$ cat config.mk
export PLATFORM = sky130hd
export DESIGN_NAME = efs_stat_counters
export DESIGN_NICKNAME = d
export VERILOG_FILES = /design/src/efs_pkg.sv /design/src/efs_stat_counters.sv
export SDC_FILE = /design/constraint.sdc
export NUM_CORES = 1
export LEC_CHECK = 0
export BUFFER_PORTS_ARGS = -buffer_cell sky130_fd_sc_hd__buf_2
export CORE_ASPECT_RATIO = 1.2
export CORE_UTILIZATION = 40
export DETAILED_ROUTE_END_ITERATION = 6
export PLACE_DENSITY = 0.55
export SYNTH_ARGS = -nofsm -noshare
export SYNTH_HDL_FRONTEND = slang
export SYNTH_SLANG_ARGS = --single-unit
$ cat constraint.sdc
create_clock -name aclk -period 9.5 [get_ports aclk]
set_input_delay 1.425 -clock aclk [delete_from_list [all_inputs] [get_ports aclk]]
set_output_delay 1.425 -clock aclk [all_outputs]
set_load 0.02 [all_outputs]
$ cat src/efs_pkg.sv
// Constants for the Ethernet frame statistics counter bank
package efs_pkg;

  localparam int DATA_W = 32;
  localparam int LEN_W  = 16;
  localparam int N_CNT  = 9;
  localparam int N_OCT  = 3;

  // Register byte offsets
  localparam logic [15:0] OFF_GOOD_TX_PACKET_COUNT  = 16'h4080;
  localparam logic [15:0] OFF_GOOD_RX_OCTETS_LOW    = 16'h4088;
  localparam logic [15:0] OFF_GOOD_RX_OCTETS_HIGH   = 16'h408c;
  localparam logic [15:0] OFF_GOOD_TX_OCTETS_LOW    = 16'h4090;
  localparam logic [15:0] OFF_GOOD_TX_OCTETS_HIGH   = 16'h4094;
  localparam logic [15:0] OFF_RX_NO_BUFFER_COUNT    = 16'h40a0;
  localparam logic [15:0] OFF_RX_UNDERSIZE_COUNT    = 16'h40a4;
  localparam logic [15:0] OFF_RX_FRAGMENT_COUNT     = 16'h40a8;
  localparam logic [15:0] OFF_RX_OVERSIZE_COUNT     = 16'h40ac;
  localparam logic [15:0] OFF_RX_JABBER_COUNT       = 16'h40b0;
  localparam logic [15:0] OFF_MGMT_RX_PACKET_COUNT  = 16'h40b4;
  localparam logic [15:0] OFF_MGMT_DROPPED_COUNT    = 16'h40b8;
  localparam logic [15:0] OFF_MGMT_TX_PACKET_COUNT  = 16'h40bc;
  localparam logic [15:0] OFF_TOTAL_RX_OCTETS_LOW   = 16'h40c0;
  localparam logic [15:0] OFF_TOTAL_RX_OCTETS_HIGH  = 16'h40c4;
  localparam logic [15:0] OFF_STAT_CTRL             = 16'h40f8;

  // Control register fields and reset value
  localparam int          CTRL_RX_EN_BIT = 0;
  localparam int          CTRL_TX_EN_BIT = 1;
  localparam int          CTRL_LPE_BIT   = 2;
  localparam int          CTRL_W         = 3;
  localparam logic [2:0]  CTRL_RESET     = 3'h0;

  // 32-bit counter indices
  localparam int C_GOOD_TX = 0;
  localparam int C_NO_BUF  = 1;
  localparam int C_UNDER   = 2;
  localparam int C_FRAG    = 3;
  localparam int C_OVER    = 4;
  localparam int C_JABBER  = 5;
  localparam int C_MGMT_RX = 6;
  localparam int C_MGMT_DR = 7;
  localparam int C_MGMT_TX = 8;

  // 64-bit octet counter indices
  localparam int O_GOOD_RX  = 0;
  localparam int O_GOOD_TX  = 1;
  localparam int O_TOTAL_RX = 2;

  // Decoded register selector
  localparam logic [4:0] SEL_OCT_BASE = 5'h09;
  localparam logic [4:0] SEL_CTRL     = 5'h0f;
  localparam logic [4:0] SEL_NONE     = 5'h1f;

  // Frame length limits in bytes
  localparam logic [15:0] LEN_MIN       = 16'h0040;
  localparam logic [15:0] LEN_MAX_STD   = 16'h05f2;
  localparam logic [15:0] LEN_MAX_LONG  = 16'h4000;
  localparam logic [15:0] LEN_JAB_LONG  = 16'h3fff;
  localparam logic [15:0] LEN_MGMT_MAX  = 16'h00c8;

  localparam logic [31:0] CNT_RESET = 32'h0000_0000;
  localparam logic [63:0] OCT_RESET = 64'h0000_0000_0000_0000;
  localparam logic [63:0] OCT_MAX   = 64'hffff_ffff_ffff_ffff;

  localparam logic [1:0] RESP_OKAY   = 2'h0;
  localparam logic [1:0] RESP_SLVERR = 2'h2;

endpackage : efs_pkg

$ cat src/efs_stat_counters.sv
// Ethernet frame statistics counter bank with AXI4-Lite register slave
`timescale 1ns/1ps

module efs_stat_counters #(
  parameter int ADDR_W = 16
) (
  // Clock, reset, clock enable
  input  wire logic                        aclk,
  input  wire logic                        aresetn,
  input  wire logic                        ce,
  // AXI4-Lite write address
  input  wire logic [ADDR_W-1:0]           s_axi_awaddr,
  input  wire logic                        s_axi_awvalid,
  output logic                             s_axi_awready,
  // AXI4-Lite write data
  input  wire logic [efs_pkg::DATA_W-1:0]  s_axi_wdata,
  input  wire logic [3:0]                  s_axi_wstrb,
  input  wire logic                        s_axi_wvalid,
  output logic                             s_axi_wready,
  // AXI4-Lite write response
  output logic [1:0]                       s_axi_bresp,
  output logic                             s_axi_bvalid,
  input  wire logic                        s_axi_bready,
  // AXI4-Lite read address
  input  wire logic [ADDR_W-1:0]           s_axi_araddr,
  input  wire logic                        s_axi_arvalid,
  output logic                             s_axi_arready,
  // AXI4-Lite read data
  output logic [efs_pkg::DATA_W-1:0]       s_axi_rdata,
  output logic [1:0]                       s_axi_rresp,
  output logic                             s_axi_rvalid,
  input  wire logic                        s_axi_rready,
  // Receive frame report from the MAC, one pulse per frame
  input  wire logic                        rx_frame_valid,
  input  wire logic [efs_pkg::LEN_W-1:0]   rx_frame_len,
  input  wire logic                        rx_crc_ok,
  input  wire logic                        rx_addr_pass,
  input  wire logic                        rx_bcast_reject,
  input  wire logic                        rx_flow_ctrl,
  input  wire logic                        rx_desc_empty,
  input  wire logic                        mgmt_filter_pass,
  input  wire logic                        mgmt_fifo_full,
  // Transmit frame report from the MAC, one pulse per frame
  input  wire logic                        tx_frame_valid,
  input  wire logic [efs_pkg::LEN_W-1:0]   tx_frame_len,
  input  wire logic                        tx_ok,
  input  wire logic                        tx_flow_ctrl,
  input  wire logic                        tx_mgmt
);
  import efs_pkg::*;

  if (ADDR_W < 16 || ADDR_W > 32) begin : g_chk
    $error("ADDR_W must lie between 16 and 32");
  end

  // Maps a byte address to a register selector
  function automatic logic [4:0] decode(input logic [ADDR_W-1:0] a);
    logic [15:0] o;
    o = a[15:0];
    if (a[1:0] != 2'h0 || (ADDR_W > 16 && |(a >> 16))) begin
      return SEL_NONE;
    end
    unique case (o)
      OFF_GOOD_TX_PACKET_COUNT: return 5'(C_GOOD_TX);
      OFF_RX_NO_BUFFER_COUNT:   return 5'(C_NO_BUF);
      OFF_RX_UNDERSIZE_COUNT:   return 5'(C_UNDER);
      OFF_RX_FRAGMENT_COUNT:    return 5'(C_FRAG);
      OFF_RX_OVERSIZE_COUNT:    return 5'(C_OVER);
      OFF_RX_JABBER_COUNT:      return 5'(C_JABBER);
      OFF_MGMT_RX_PACKET_COUNT: return 5'(C_MGMT_RX);
      OFF_MGMT_DROPPED_COUNT:   return 5'(C_MGMT_DR);
      OFF_MGMT_TX_PACKET_COUNT: return 5'(C_MGMT_TX);
      OFF_GOOD_RX_OCTETS_LOW:   return SEL_OCT_BASE;
      OFF_GOOD_RX_OCTETS_HIGH:  return SEL_OCT_BASE + 5'h01;
      OFF_GOOD_TX_OCTETS_LOW:   return SEL_OCT_BASE + 5'h02;
      OFF_GOOD_TX_OCTETS_HIGH:  return SEL_OCT_BASE + 5'h03;
      OFF_TOTAL_RX_OCTETS_LOW:  return SEL_OCT_BASE + 5'h04;
      OFF_TOTAL_RX_OCTETS_HIGH: return SEL_OCT_BASE + 5'h05;
      OFF_STAT_CTRL:            return SEL_CTRL;
      default:                  return SEL_NONE;
    endcase
  endfunction : decode

  // Storage
  logic [31:0]       cnt [N_CNT];
  logic [63:0]       oct [N_OCT];
  logic [CTRL_W-1:0] ctrl;

  // Event qualification
  logic              rx_en;
  logic              tx_en;
  logic              long_packet_enable;
  logic [15:0]       over_lim;
  logic [15:0]       jab_lim;
  logic              rx_short;
  logic              rx_over;
  logic              rx_jab;
  logic [N_CNT-1:0]  inc;
  logic [N_OCT-1:0]  oct_add;
  logic [15:0]       oct_len [N_OCT];
  logic [N_OCT-1:0]  oct_clr;

  // Bus side
  logic [4:0]        ar_sel;
  logic              ar_take;
  logic [31:0]       next_rdata;
  logic [ADDR_W-1:0] aw_addr;
  logic [31:0]       w_data;
  logic [3:0]        w_strb;
  logic              wr_do;
  logic [4:0]        aw_sel;

  assign rx_en = ctrl[CTRL_RX_EN_BIT];
  assign tx_en = ctrl[CTRL_TX_EN_BIT];
  assign long_packet_enable   = ctrl[CTRL_LPE_BIT];

  // Long packets move both size limits; with them jabber uses one byte less, without them both limits are equal
  assign over_lim = long_packet_enable ? LEN_MAX_LONG : LEN_MAX_STD;
  assign jab_lim  = long_packet_enable ? LEN_JAB_LONG : LEN_MAX_STD;
  assign rx_short = rx_frame_len < LEN_MIN;
  assign rx_over  = rx_frame_len > over_lim;
  assign rx_jab   = rx_frame_len > jab_lim;

  // Per-frame events; lengths already span address through CRC
  always_comb begin
    inc     = '0;
    oct_add = '0;
    if (rx_frame_valid && rx_en) begin
      inc[C_NO_BUF] = !rx_flow_ctrl && rx_desc_empty;
      inc[C_UNDER]  = rx_addr_pass && rx_short && rx_crc_ok;
      inc[C_FRAG]   = rx_addr_pass && rx_short && !rx_crc_ok;
      inc[C_OVER]   = rx_addr_pass && rx_over;
      inc[C_JABBER] = rx_addr_pass && rx_jab && !rx_crc_ok;
      oct_add[O_GOOD_RX] = rx_addr_pass && rx_crc_ok && !rx_flow_ctrl
                           && !rx_short && !rx_over;
      oct_add[O_TOTAL_RX] = rx_addr_pass || rx_bcast_reject;
    end
    // Management filters sit beside the host path, so no enable applies
    if (rx_frame_valid && mgmt_filter_pass) begin
      inc[C_MGMT_RX] = !rx_flow_ctrl && rx_crc_ok;
      inc[C_MGMT_DR] = mgmt_fifo_full || (rx_frame_len > LEN_MGMT_MAX);
    end
    // No secure qualifier: clear and secured frames count the same
    if (tx_frame_valid && tx_en && tx_ok) begin
      inc[C_GOOD_TX] = !tx_flow_ctrl && (tx_frame_len >= LEN_MIN);
      oct_add[O_GOOD_TX] = !tx_flow_ctrl && (tx_frame_len >= LEN_MIN);
    end
    if (tx_frame_valid && tx_ok) begin
      inc[C_MGMT_TX] = tx_mgmt;
    end
  end

  assign oct_len[O_GOOD_RX]  = rx_frame_len;
  assign oct_len[O_TOTAL_RX] = rx_frame_len;
  assign oct_len[O_GOOD_TX]  = tx_frame_len;

  // Event counters wrap; only the octet counters saturate
  for (genvar i = 0; i < N_CNT; i++) begin : g_cnt
    always_ff @(posedge aclk) begin
      if (!aresetn) begin
        cnt[i] <= CNT_RESET;
      end else if (ce && inc[i]) begin
        cnt[i] <= cnt[i] + 32'h0000_0001;
      end
    end
  end

  // Octet counters: clear on upper-half read, saturate otherwise
  for (genvar k = 0; k < N_OCT; k++) begin : g_oct
    logic [64:0] sum;
    assign sum = {1'b0, oct[k]} + {49'h0, oct_len[k]};
    assign oct_clr[k] = ar_take && (ar_sel == SEL_OCT_BASE + 5'(2 * k + 1));
    always_ff @(posedge aclk) begin
      if (!aresetn) begin
        oct[k] <= OCT_RESET;
      end else if (ce) begin
        if (oct_clr[k]) begin
          oct[k] <= OCT_RESET;
        end else if (oct_add[k]) begin
          oct[k] <= sum[64] ? OCT_MAX : sum[63:0];
        end
      end
    end
  end

  // Read channel: one outstanding read, answered one cycle after it is taken
  assign ar_sel  = decode(s_axi_araddr);
  assign ar_take = s_axi_arvalid && s_axi_arready;

  always_comb begin
    next_rdata = 32'h0000_0000;
    if (ar_sel < 5'(N_CNT)) begin
      next_rdata = cnt[ar_sel[3:0]];
    end else if (ar_sel == SEL_CTRL) begin
      next_rdata = {29'h0, ctrl};
    end else if (ar_sel != SEL_NONE) begin
      // Low word read leaves the counter untouched
      unique case (ar_sel - SEL_OCT_BASE)
        5'h00: next_rdata = oct[O_GOOD_RX][31:0];
        5'h01: next_rdata = oct[O_GOOD_RX][63:32];
        5'h02: next_rdata = oct[O_GOOD_TX][31:0];
        5'h03: next_rdata = oct[O_GOOD_TX][63:32];
        5'h04: next_rdata = oct[O_TOTAL_RX][31:0];
        5'h05: next_rdata = oct[O_TOTAL_RX][63:32];
        default: next_rdata = 32'h0000_0000;
      endcase
    end
  end

  always_ff @(posedge aclk) begin
    if (!aresetn) begin
      s_axi_arready <= 1'b1;
      s_axi_rvalid  <= 1'b0;
      s_axi_rdata   <= 32'h0000_0000;
      s_axi_rresp   <= RESP_OKAY;
    end else if (ce) begin
      if (ar_take) begin
        s_axi_arready <= 1'b0;
        s_axi_rvalid  <= 1'b1;
        s_axi_rdata   <= next_rdata;
        s_axi_rresp   <= (ar_sel == SEL_NONE) ? RESP_SLVERR : RESP_OKAY;
      end else if (s_axi_rvalid && s_axi_rready) begin
        s_axi_rvalid  <= 1'b0;
        s_axi_arready <= 1'b1;
      end
    end
  end

  // Write channel: address and data are taken in either order and held
  always_ff @(posedge aclk) begin
    if (!aresetn) begin
      s_axi_awready <= 1'b1;
      aw_addr       <= '0;
    end else if (ce) begin
      if (s_axi_awvalid && s_axi_awready) begin
        s_axi_awready <= 1'b0;
        aw_addr       <= s_axi_awaddr;
      end else if (s_axi_bvalid && s_axi_bready) begin
        s_axi_awready <= 1'b1;
      end
    end
  end

  always_ff @(posedge aclk) begin
    if (!aresetn) begin
      s_axi_wready <= 1'b1;
      w_data       <= 32'h0000_0000;
      w_strb       <= 4'h0;
    end else if (ce) begin
      if (s_axi_wvalid && s_axi_wready) begin
        s_axi_wready <= 1'b0;
        w_data       <= s_axi_wdata;
        w_strb       <= s_axi_wstrb;
      end else if (s_axi_bvalid && s_axi_bready) begin
        s_axi_wready <= 1'b1;
      end
    end
  end

  assign aw_sel = decode(aw_addr);
  assign wr_do  = !s_axi_awready && !s_axi_wready && !s_axi_bvalid;

  always_ff @(posedge aclk) begin
    if (!aresetn) begin
      s_axi_bvalid <= 1'b0;
      s_axi_bresp  <= RESP_OKAY;
    end else if (ce) begin
      if (wr_do) begin
        s_axi_bvalid <= 1'b1;
        s_axi_bresp  <= (aw_sel == SEL_NONE) ? RESP_SLVERR : RESP_OKAY;
      end else if (s_axi_bvalid && s_axi_bready) begin
        s_axi_bvalid <= 1'b0;
      end
    end
  end

  // Counters are read-only; writes to them are accepted and dropped
  always_ff @(posedge aclk) begin
    if (!aresetn) begin
      ctrl <= CTRL_RESET;
    end else if (ce && wr_do && aw_sel == SEL_CTRL && w_strb[0]) begin
      ctrl <= w_data[CTRL_W-1:0];
    end
  end

endmodule : efs_stat_counters

# == Yosys cells after proc, flatten, opt, wreduce, memory -nomap -nowiden ==
# Memories as Yosys holds them, arrays and structs flattened.
# Index checks and enable logic that the tools add are counted.
# op_classes
addsub,13
n_lt_le_gt_ge,6
eq_ne,45
mux,104
n_bitwise,15
n_reduce_logical,65
# op_table
op,count
$mux W64,9
$eq A16 B15 Y1 const B,32
$mux W32,12
$add A32 B1 Y32 const B,9
$add A64 B16 Y65,3
$pmux W32 S6,1
$pmux W5 S16,2
$mux W1,70
$logic_and A1 B1 Y1,40
$eq A5 B4 Y1 const B,5
$mux W5,5
$ge A16 B7 Y1 const B,1
$gt A16 B14 Y1,1
$gt A16 B15 Y1,1
$gt A16 B8 Y1 const B,1
$lt A16 B7 Y1 const B,1
$reduce_and A2 Y1,8
$mux W15,1
$or A1 B1 Y1,15
$mux W14,1
$reduce_bool A2 Y1,6
$eq A5 B2 Y1 const B,2
$eq A5 B3 Y1 const B,2
$eq A5 B5 Y1 const B,2
other kinds (8),18
# word_totals
register_bits,64
ram_bits,480
inputBits,120
output_inout_bits,41
wordCells,262
n_memories,2
# memory_table
memory,depth,word_bits,rd,rd_clocked_by_memory_dff,wr,line,rtl
cnt,9,32,10,0,9,efs_stat_counters.sv:85,logic [31:0] cnt [N_CNT];
oct,3,64,3,0,3,efs_stat_counters.sv:86,logic [63:0] oct [N_OCT];

# == Logic depth before layout (Yosys ltp) ==
# Gate-level depths: netlist of run 1.
# logic_depth
word_depth,11
ltp_mapped,14
mapped_depth_nobuf,12

# == Worst setup path before layout of run 1 ==
# Ideal clock, no wire load.
# synth_timing
path_type,input to register
startpoint,input s_axi_araddr[13]
endpoint,"memory oct[0][0], enable pin"
setup_time_ns,0.849
t_arrival_ns,5.253
required_ns,8.651
path_slack_ns,3.398
stages,11
n_path_buf,4
cell_sequence,or4b_1 > buf_2 > or3_1 > buf_2 > or2_1 > nor3_2 > nand3_1 > nand3_1 > buf_2 > buf_2 > nand3_1
# synth_rtl
element,line,rtl
from (decl),efs_stat_counters.sv:25,"input wire logic [ADDR_W-1:0] s_axi_araddr,"
to (decl),efs_stat_counters.sv:86,

==> results by group, run 1 <==
Setup path
  • CP Max Fanout: 65
  • Worst Setup End Kind: register
  • Crit Path Class: input port to register
  • CP bufs+invs: 3
  • Arrival time worst endpoint: approximately 6 ns
  • Required time worst endpoint: roughly 9.5 ns
  • CP max-delay cell: nand3_4
  • Most common cell on crit path: buf_4
  • CP startpoint kind: input port
  • Delay-heaviest family, CP: simple AND/OR/NAND/NOR gates
  • Slowest stage delay, CP: between 0.9 and 1 ns
  • Critical path cell sequence: buf_2, or4b_1, or3_1, or2_1, nor3_2, buf_4, nand3_1, nand3_2, buf_4, nand3_4

Cells and area
  • Layout cell share with drive strength beyond 1: around 8.7%
  • Fill count: 8086
  • Area growth from synthesis to layout: 11.9%
  • Post-layout nets: roughly 3700

Logic synthesis
  • #FFs+latches synth: ~540
  • Async SR Flop Fraction: 0%
  • Yosys warnings: 0
  • Seq/Total Area, Yosys: between 40% and 50%
  • Main synth FF type: edfxtp_1
  • Syn_area_per_cell: about 9.5 um^2
  • Syn Inst Count: ~3500
  • Synth cell types: 90
  • EDFF count, synth: 480
  • Synth Cell Area: between 30000 and 40000 um^2

Die
  • Die H: roughly 320 um
  • DIE AREA: about 85000 um^2
  • I/O pin count: 161
  • FP Rows: ~120
  • Core footprint: 82300 um^2
  • Die Width: between 200 and 300 um
  • Initial Util: 40.6%

Placement
  • Port Buffers: ~130
  • Placer Congestion: between 0.9 and 1
  • Hpwl dp: approximately 87 mm

Detailed routing
  • DRC Markers: 1
  • Via count: ~28000
  • Routed WL: roughly 120 mm
  • Vias per cell: 5.98
  • Pre-Repair DR Iteration Count: 7
  • Post-route ant nets: 0
  • DR iter-0 viols: roughly 3300
  • WL/cell: about 25 um

STA
  • Final Critical Period: around 5.8 ns
  • RSZ-0062 raised after global routing: no
  • Max-Slew Margin vs Limit: between 20% and 30%
  • Setup TNS: 0 ns
  • Fin. max-slew vios: 0
  • # setup viols final: 0
  • Fmax: about 170 MHz
  • Clock skew: about 0.033 ns
  • Final hold violations: 0
  • Slew @ Worst Pin: 1.19 ns
  • Fin crit share: about three fifths
  • Hold Slack: around 0.45 ns

GRT
  • Largest net degree at the start of global routing: 66
  • Initial antenna violation count: 5
  • First-pass GRT wire length: approximately 170 mm
  • Vias in the first global route: about 27000
  • Tot GR Track Use: between 20% and 30%
  • GRT overflow: 0

CTS
  • Cts hold-fix bufs: 0
  • H-tree Lvls: 3
  • CTS buffer count: 66
  • CTS tree: built
  • Worst-Skew Late Latency: about 0.62 ns
  • Clock tree buffer depth: 3
  • Clk sink count: 542
  • Root Driver: clkbuf_16
  • Post-cts gate resize count: 0
  • Postcts setup bufs: 0
  • Clk slew on worst S/H paths: ~0.05 ns

Pwr
  • Total leakage power: between 10 and 15 nW
  • Pwr/cell area: 160 nW/um^2
  • Worst IR Drop VDD: 0.145 mV

Run
  • Max Cap Viol: 0

Outcome
  • Status: finished with violations
  • Failing checks: DRC

Worst hold path
  • HP Class: register to register
-- stage by stage --
stage	std cells	util, %	setup slack (ns)	power [mW]	cell area [um^2]
finish	4718	45.4	3.65	5.98	37400
global route	4714	45.4	3.46	6.14	37400
CTS	4714	45.4	3.71	6.01	37400
detailed placement	4594	42.6	3.08	3.29	35100
global placement	4594	42.6	3.13	3.28	35100
floorplan	3500	-	3.40	3.08	33400
-- path summary, 6_finish.rpt --
path / to / startpoint / slack [ns] / depth (start not counted)
max: oct[0][1]$_SDFFCE_PN0P_ / s_axi_araddr[13] / 3.65 / 10
max reg2reg: oct[0][1]$_SDFFCE_PN0P_ / ctrl[2]$_SDFFE_PN0P_ / 4.91 / 11
min: aw_addr[14]$_SDFFE_PN0P_ / aw_addr[14]$_SDFFE_PN0P_ / 0.45 / 2
min reg2reg: aw_addr[14]$_SDFFE_PN0P_ / aw_addr[14]$_SDFFE_PN0P_ / 0.45 / 2
-- cell type report --
class	count	area, um^2	area share [%]
Clock buffer	93	1940	5.19
Clock inverter	27	353	0.943
Inverter	66	250	0.669
Tap cell	1111	1390	3.72
Multi-Input combinational cell	2711	16900	45.1
Sequential cell	542	15700	41.9
Timing Repair Buffer	164	916	2.45
Antenna cell	4	10.0	0.0268
-- flip-flops by register name (all words and copies together), names as in the netlist --
name / cells
aw_addr: 16
s_axi_awready: 1
cnt: 288
s_axi_rdata: 32
s_axi_arready: 1
ctrl: 3
s_axi_bresp: 1
s_axi_bvalid: 1
s_axi_rvalid: 1
oct: 192
s_axi_wready: 1
s_axi_rresp: 1
w_strb: 1
w_data: 3
-- synth_stat cells (14+ instances only) --
library cell,count,share of area [%]
buf_2,24,0.36
nor2_1,411,4.6
a21oi_1,341,5.1
a22oi_1,54,1.2
nor2b_1,22,0.41
nor3_1,48,0.72
edfxtp_1,480,43
clkbuf_1,134,1.5
and3_1,115,2.2
nand3_1,217,3.3
buf_1,15,0.17
or3_1,53,0.99
nor4_1,18,0.34
xnor2_1,143,3.7
and2_1,20,0.37
nand2b_1,18,0.34
o22ai_1,14,0.26
nand4_1,66,1.2
a31oi_1,37,0.69
a222oi_1,19,0.57
dfxtp_1,62,3.7
a21o_1,30,0.67
inv_1,65,0.73
xor2_1,251,6.6
o211ai_1,16,0.36
nand2_1,322,3.6
o21ai_0,118,1.8
o21a_1,14,0.31
mux2i_1,52,1.6
ha_1,72,2.7
a221oi_1,24,0.63
and4_1,37,0.97
a221o_1,17,0.51
-- worst reg2reg max path: stages (launching register included) --
cell and delay [ns]:
dfxtp_1 0.64, inv_1 0.30, ha_1 0.25, a21boi_0 0.15, o21ai_0 0.11, a21oi_1 0.14
o21a_1 0.12, o31ai_1 0.07, a211o_1 0.39, nand3_2 0.11, buf_4 0.65, nand3_4 0.98
-- power breakdown --
| group | total, mW | switching (mW) | internal [mW] | leakage (nW) |
|---|---|---|---|---|
| clock | 2.73 | 1.08 | 1.65 | 1.12 |
| combinational | 0.420 | 0.267 | 0.153 | 6.19 |
| sequential | 2.83 | 0.144 | 2.68 | 5.47 |
| total | 5.98 | 1.49 | 4.49 | 12.8 |
-- cells by family after synthesis --
logic type	count (synthesis)	share of synthesized area (%)
AOI/OAI and AO/OA	787	14.9
adders and majority gates	75	2.88
and+or+nand+nor	1397	20.3
DFF	542	46.9
buffers and inverters	247	3.03
muxes	56	1.69
xor gates and xnor gates	394	10.3
other	1	0.0112
-- metal layers --
layer,GRT usage [%],vias up,wire (um)
li1,-,13100,-
met1,33.9,13700,46200
met2,46.4,1134,57700
met3,3.85,257,7770
met4,15.3,6,7160
met5,0,-,40
-- cells in the final DEF, fill, tap and decap left out, drive strengths merged, types with 49 or more instances in the layout --
master  instances
buf           164
a22oi          54
or3            53
inv            69
xor2          251
dfxtp          62
ha             72
clkbuf         93
nand2         322
nor3           49
nand3         217
nor2          411
a21oi         341
o21ai         118
nand4          66
xnor2         143
and3          116
edfxtp        480
mux2i          52
Note: power is estimated with default switching activity, not from simulation.
==> run 2: changes to the inputs <==
- ABC_AREA: default -> 1
- PLACE_DENSITY: 0.55 -> 0.57
- clock period: 9.5 -> 5.3 ns (I/O delays scaled with it)
==> run 2 against run 1 <==
The flow now finishes without violations. Final area grew 14%. Synthesized cell count is 51% higher. Sequential share of layout area fell by 5.2 points. Area after synthesis grew 15%. Sequential power increased by 77%. Worst hold slack got worse by 0.0067 ns. Power is 80% higher. Final cell count up 42%. Via count grew 29%. Critical endpoint is now oct[0][0]$_SDFFCE_PN0P_. Largest cell class unchanged. Largest power group unchanged. Highest routed layer unchanged.
==> results by group, run 2 <==
Outcome
  • Status: finished, final reports clean

Pwr
  • Total leakage power: 16.7 nW (+31%)
  • Worst IR Drop VDD: 0.210 mV (+45%)
  • Pwr/cell area: 252 nW/um^2 (+58%)
  • Tot Pwr: 10.8 mW (+80%)

Detailed routing
  • DRC Markers: 0 (-1)
  • Vias per cell: 5.45 (-8.8%)
  • Post-route ant nets: 0 (unchanged)
  • Routed WL: 139 mm (+17%)
  • DR iter-0 viols: 3391 (+3.8%)
  • WL/cell: 20.9 um (-17%)
  • Via count: 36400 (+29%)
  • Pre-Repair DR Iteration Count: 6 (-1)

GRT
  • First-pass GRT wire length: 209 mm (+20%)
  • Largest net degree at the start of global routing: 65 (-1.5%)
  • GRT overflow: 0 (unchanged)
  • Initial antenna violation count: 6 (+1)
  • Tot GR Track Use: 28.1% (+0.57 points)
  • Vias in the first global route: 34700 (+30%)

Logic synthesis
  • Synth Cell Area: 38400 um^2 (+15%)
  • Syn Inst Count: 5266 (+51%)
  • Synth cell types: 66 (-27%)
  • Synth top cells by count: 1185 x nand2_1, 792 x inv_1, 554 x nor2_1, 480 x edfxtp_1, 369 x a21oi_1
  • Synth top area cells: edfxtp_1 38%, nand2_1 12%, inv_1 7.7%
  • Main synth FF type: edfxtp_1
  • Yosys warnings: 0 (unchanged)
  • Top-count cell post-synth: nand2_1
  • EDFF count, synth: 480 (unchanged)
  • Async SR Flop Fraction: 0% (unchanged)
  • Top cell type's share of synthesized area: 37.6% (-5.6 points)
  • Yosys top cell by area: edfxtp_1
  • Seq/Total Area, Yosys: 40.8% (-6.1 points)
  • Syn_area_per_cell: 7.29 um^2 (-24%)
  • #FFs+latches synth: 542 (unchanged)

Setup path
  • Most common cell on crit path: nand2_1
  • CP startpoint kind: register
  • Reg-to-reg slack, setup: 1.26 ns (-3.65 ns)
  • Worst Setup End Kind: register
  • Critical path cell sequence: inv_1, ha_1, nand2_1, nor4_1, nand4_1, nand2_1, nand3_1, a21oi_2, inv_2, o211ai_1, buf_12
  • CP max-delay cell: dfxtp_1
  • Crit Path Class: register to register
  • Worst R2R End: oct[0][0]$_SDFFCE_PN0P_
  • Arrival time worst endpoint: 4.30 ns (-1.56 ns)
  • Reg2Reg Launch Point: ctrl[2]$_SDFFE_PN0P_
  • Worst R2R Path Depth: 11 (unchanged)
  • Slowest stage delay, CP: 0.77 ns (-0.17 ns)
  • Required time worst endpoint: 5.56 ns (-3.95 ns)
  • CP Max Fanout: 64 (-1.5%)

Worst hold path
  • HP Class: register to register
  • HP Start: aw_addr[14]$_SDFFE_PN0P_
  • Hold path depth: 2 (unchanged)
  • Hold worst-path end: aw_addr[14]$_SDFFE_PN0P_

Die
  • Die Width: 285 um (+7.1%)
  • Core footprint: 95100 um^2 (+16%)
  • I/O pin count: 161 (unchanged)
  • Die H: 341 um (+7.1%)
  • FP Rows: 124 (+7.8%)
  • DIE AREA: 97200 um^2 (+15%)
  • Initial Util: 40.4% (-0.24 points)

STA
  • Fin crit share: approximately 76%
  • Max-Slew Margin vs Limit: 31.1% (+11 points)
  • RSZ-0062 raised after global routing: no
  • Slew @ Worst Pin: 1.03 ns (-0.157 ns)
  • Clock skew: 0.0505 ns (+0.0171 ns)
  • Fin. max-slew vios: 0 (unchanged)
  • Fmax: 248 MHz
  • Final hold violations: 0 (unchanged)
  • Final Critical Period: 4.04 ns
  • Post-route setup slack: 1.26 ns (-2.39 ns)
  • # setup viols final: 0 (unchanged)

CTS
  • H-tree Lvls: 3 (unchanged)
  • Root Driver: clkbuf_16
  • Postcts setup bufs: 0 (unchanged)
  • Clock tree buffer depth: 3 (unchanged)
  • Cts hold-fix bufs: 0 (unchanged)
  • Clk sink count: 542 (unchanged)
  • CTS tree: built
  • Worst-Skew Late Latency: 0.65 ns (+0.03 ns)
  • CTS buffer count: 68 (+3.0%)
  • Clk slew on worst S/H paths: 0.06 ns (about the same)
  • Post-cts gate resize count: 0 (unchanged)

Cells and area
  • Final Instance Area: 42700 um^2 (+14%)
  • Commonest non-fill, non-tap cell in the layout: nand2_1
  • Area growth from synthesis to layout: 11.2%
  • Most frequent cells in the layout: 1185 x nand2_1, 790 x inv_1, 551 x nor2_1
  • Multi-input logic area: 19000 um^2 (+13%)
  • Fill count: 9795 (+21%)
  • Top flop regs: cnt: 288 flops, oct: 192 flops, s_axi_rdata: 32 flops
  • Seq. cell area: 15700 um^2 (unchanged)
  • Largest register FFs: 288 (unchanged)
  • Fin cells: 6682 (+42%)
  • Most flops, register: cnt
  • Layout cell share with drive strength beyond 1: 7.71% (-0.95 points)
  • Post-layout nets: 5561 (+48%)

Placement
  • Placed instance count: 6556 (+43%)
  • Hpwl dp: 108 mm (+25%)
  • Placed Area: 40400 um^2 (+15%)
  • Port Buffers: 126 (unchanged)
  • Post-Place Setup Slack: 0.813 ns (-2.26 ns)
  • Placer Congestion: 1.03 (+4.2%)

Run
  • Max Cap Viol: 0 (unchanged)
[run 2: logic make-up after synthesis]
family | count (synthesis) | synth area share (%)
and+or+nand+nor | 2800 | 33.1
DFF | 542 | 40.8
xor gates and xnor gates | 142 | 3.24
buffers and inverters | 963 | 9.79
other | 1 | 0.00977
AOI/OAI and AO/OA | 743 | 10.6
adders and majority gates | 75 | 2.50
[run 2: area by class of cell]
type | count | share of cell area [%]
well taps | 1260 | 3.69
flip-flops and latches | 542 | 36.7
multi-input cells | 3762 | 44.6
inverters | 817 | 7.21
clock buffers | 97 | 4.74
clock inverters | 26 | 0.604
diodes | 3 | 0.0176
repair buffers | 175 | 2.43
[run 2: per-stage QoR]
step                util (%)  hold slack [ns]  setup TNS, ns
finish                  44.9            0.445              0
global route            44.9            0.450              0
CTS                     44.9            0.421              0
detailed placement      42.5            0.439              0
global placement        42.5            0.433              0
floorplan                  -            0.424         -23.86
[run 2: metal layers]
layer | part of all wire, % | vias up | track usage [%]
met5 | 0.019 | - | 0
met1 | 40 | 16900 | 34.8
met3 | 6.3 | 306 | 3.69
met2 | 47 | 1256 | 46.4
li1 | - | 18000 | -
met4 | 6.8 | 4 | 17.9
[run 2: how the worst max path moves through the flow]
stage | startpoint | endpoint | slack [ns] | cells past startpoint
after floorplan | s_axi_araddr[14] | oct[0][0]$_SDFFCE_PN0P_ | -0.37 | 14
after global placement | s_axi_araddr[14] | s_axi_rdata[30]$_SDFFE_PN0P_ | 0.84 | 18
after detailed placement | s_axi_araddr[14] | s_axi_rdata[30]$_SDFFE_PN0P_ | 0.81 | 18
after CTS | ctrl[2]$_SDFFE_PN0P_ | oct[0][0]$_SDFFCE_PN0P_ | 1.15 | 11
after global routing | ctrl[2]$_SDFFE_PN0P_ | oct[0][0]$_SDFFCE_PN0P_ | 1.02 | 11
final | ctrl[2]$_SDFFE_PN0P_ | oct[0][0]$_SDFFCE_PN0P_ | 1.26 | 11
[run 2: power breakdown]
part / internal (mW) / switching, mW / total (mW)
logic: 0.257 / 0.612 / 0.869
clock network: 2.86 / 2.01 / 4.87
registers: 4.81 / 0.203 / 5.01
total: 7.92 / 2.83 / 10.8
[run 2: worst max-delay path: cells and delay by family, from the launching register on]
kind,cells,cell delay (ns)
adders and majority gates,1,0.38
buffers and inverters,3,0.77
DFF,1,0.77
and+or+nand+nor,5,0.97
AOI/OAI and AO/OA,2,0.71
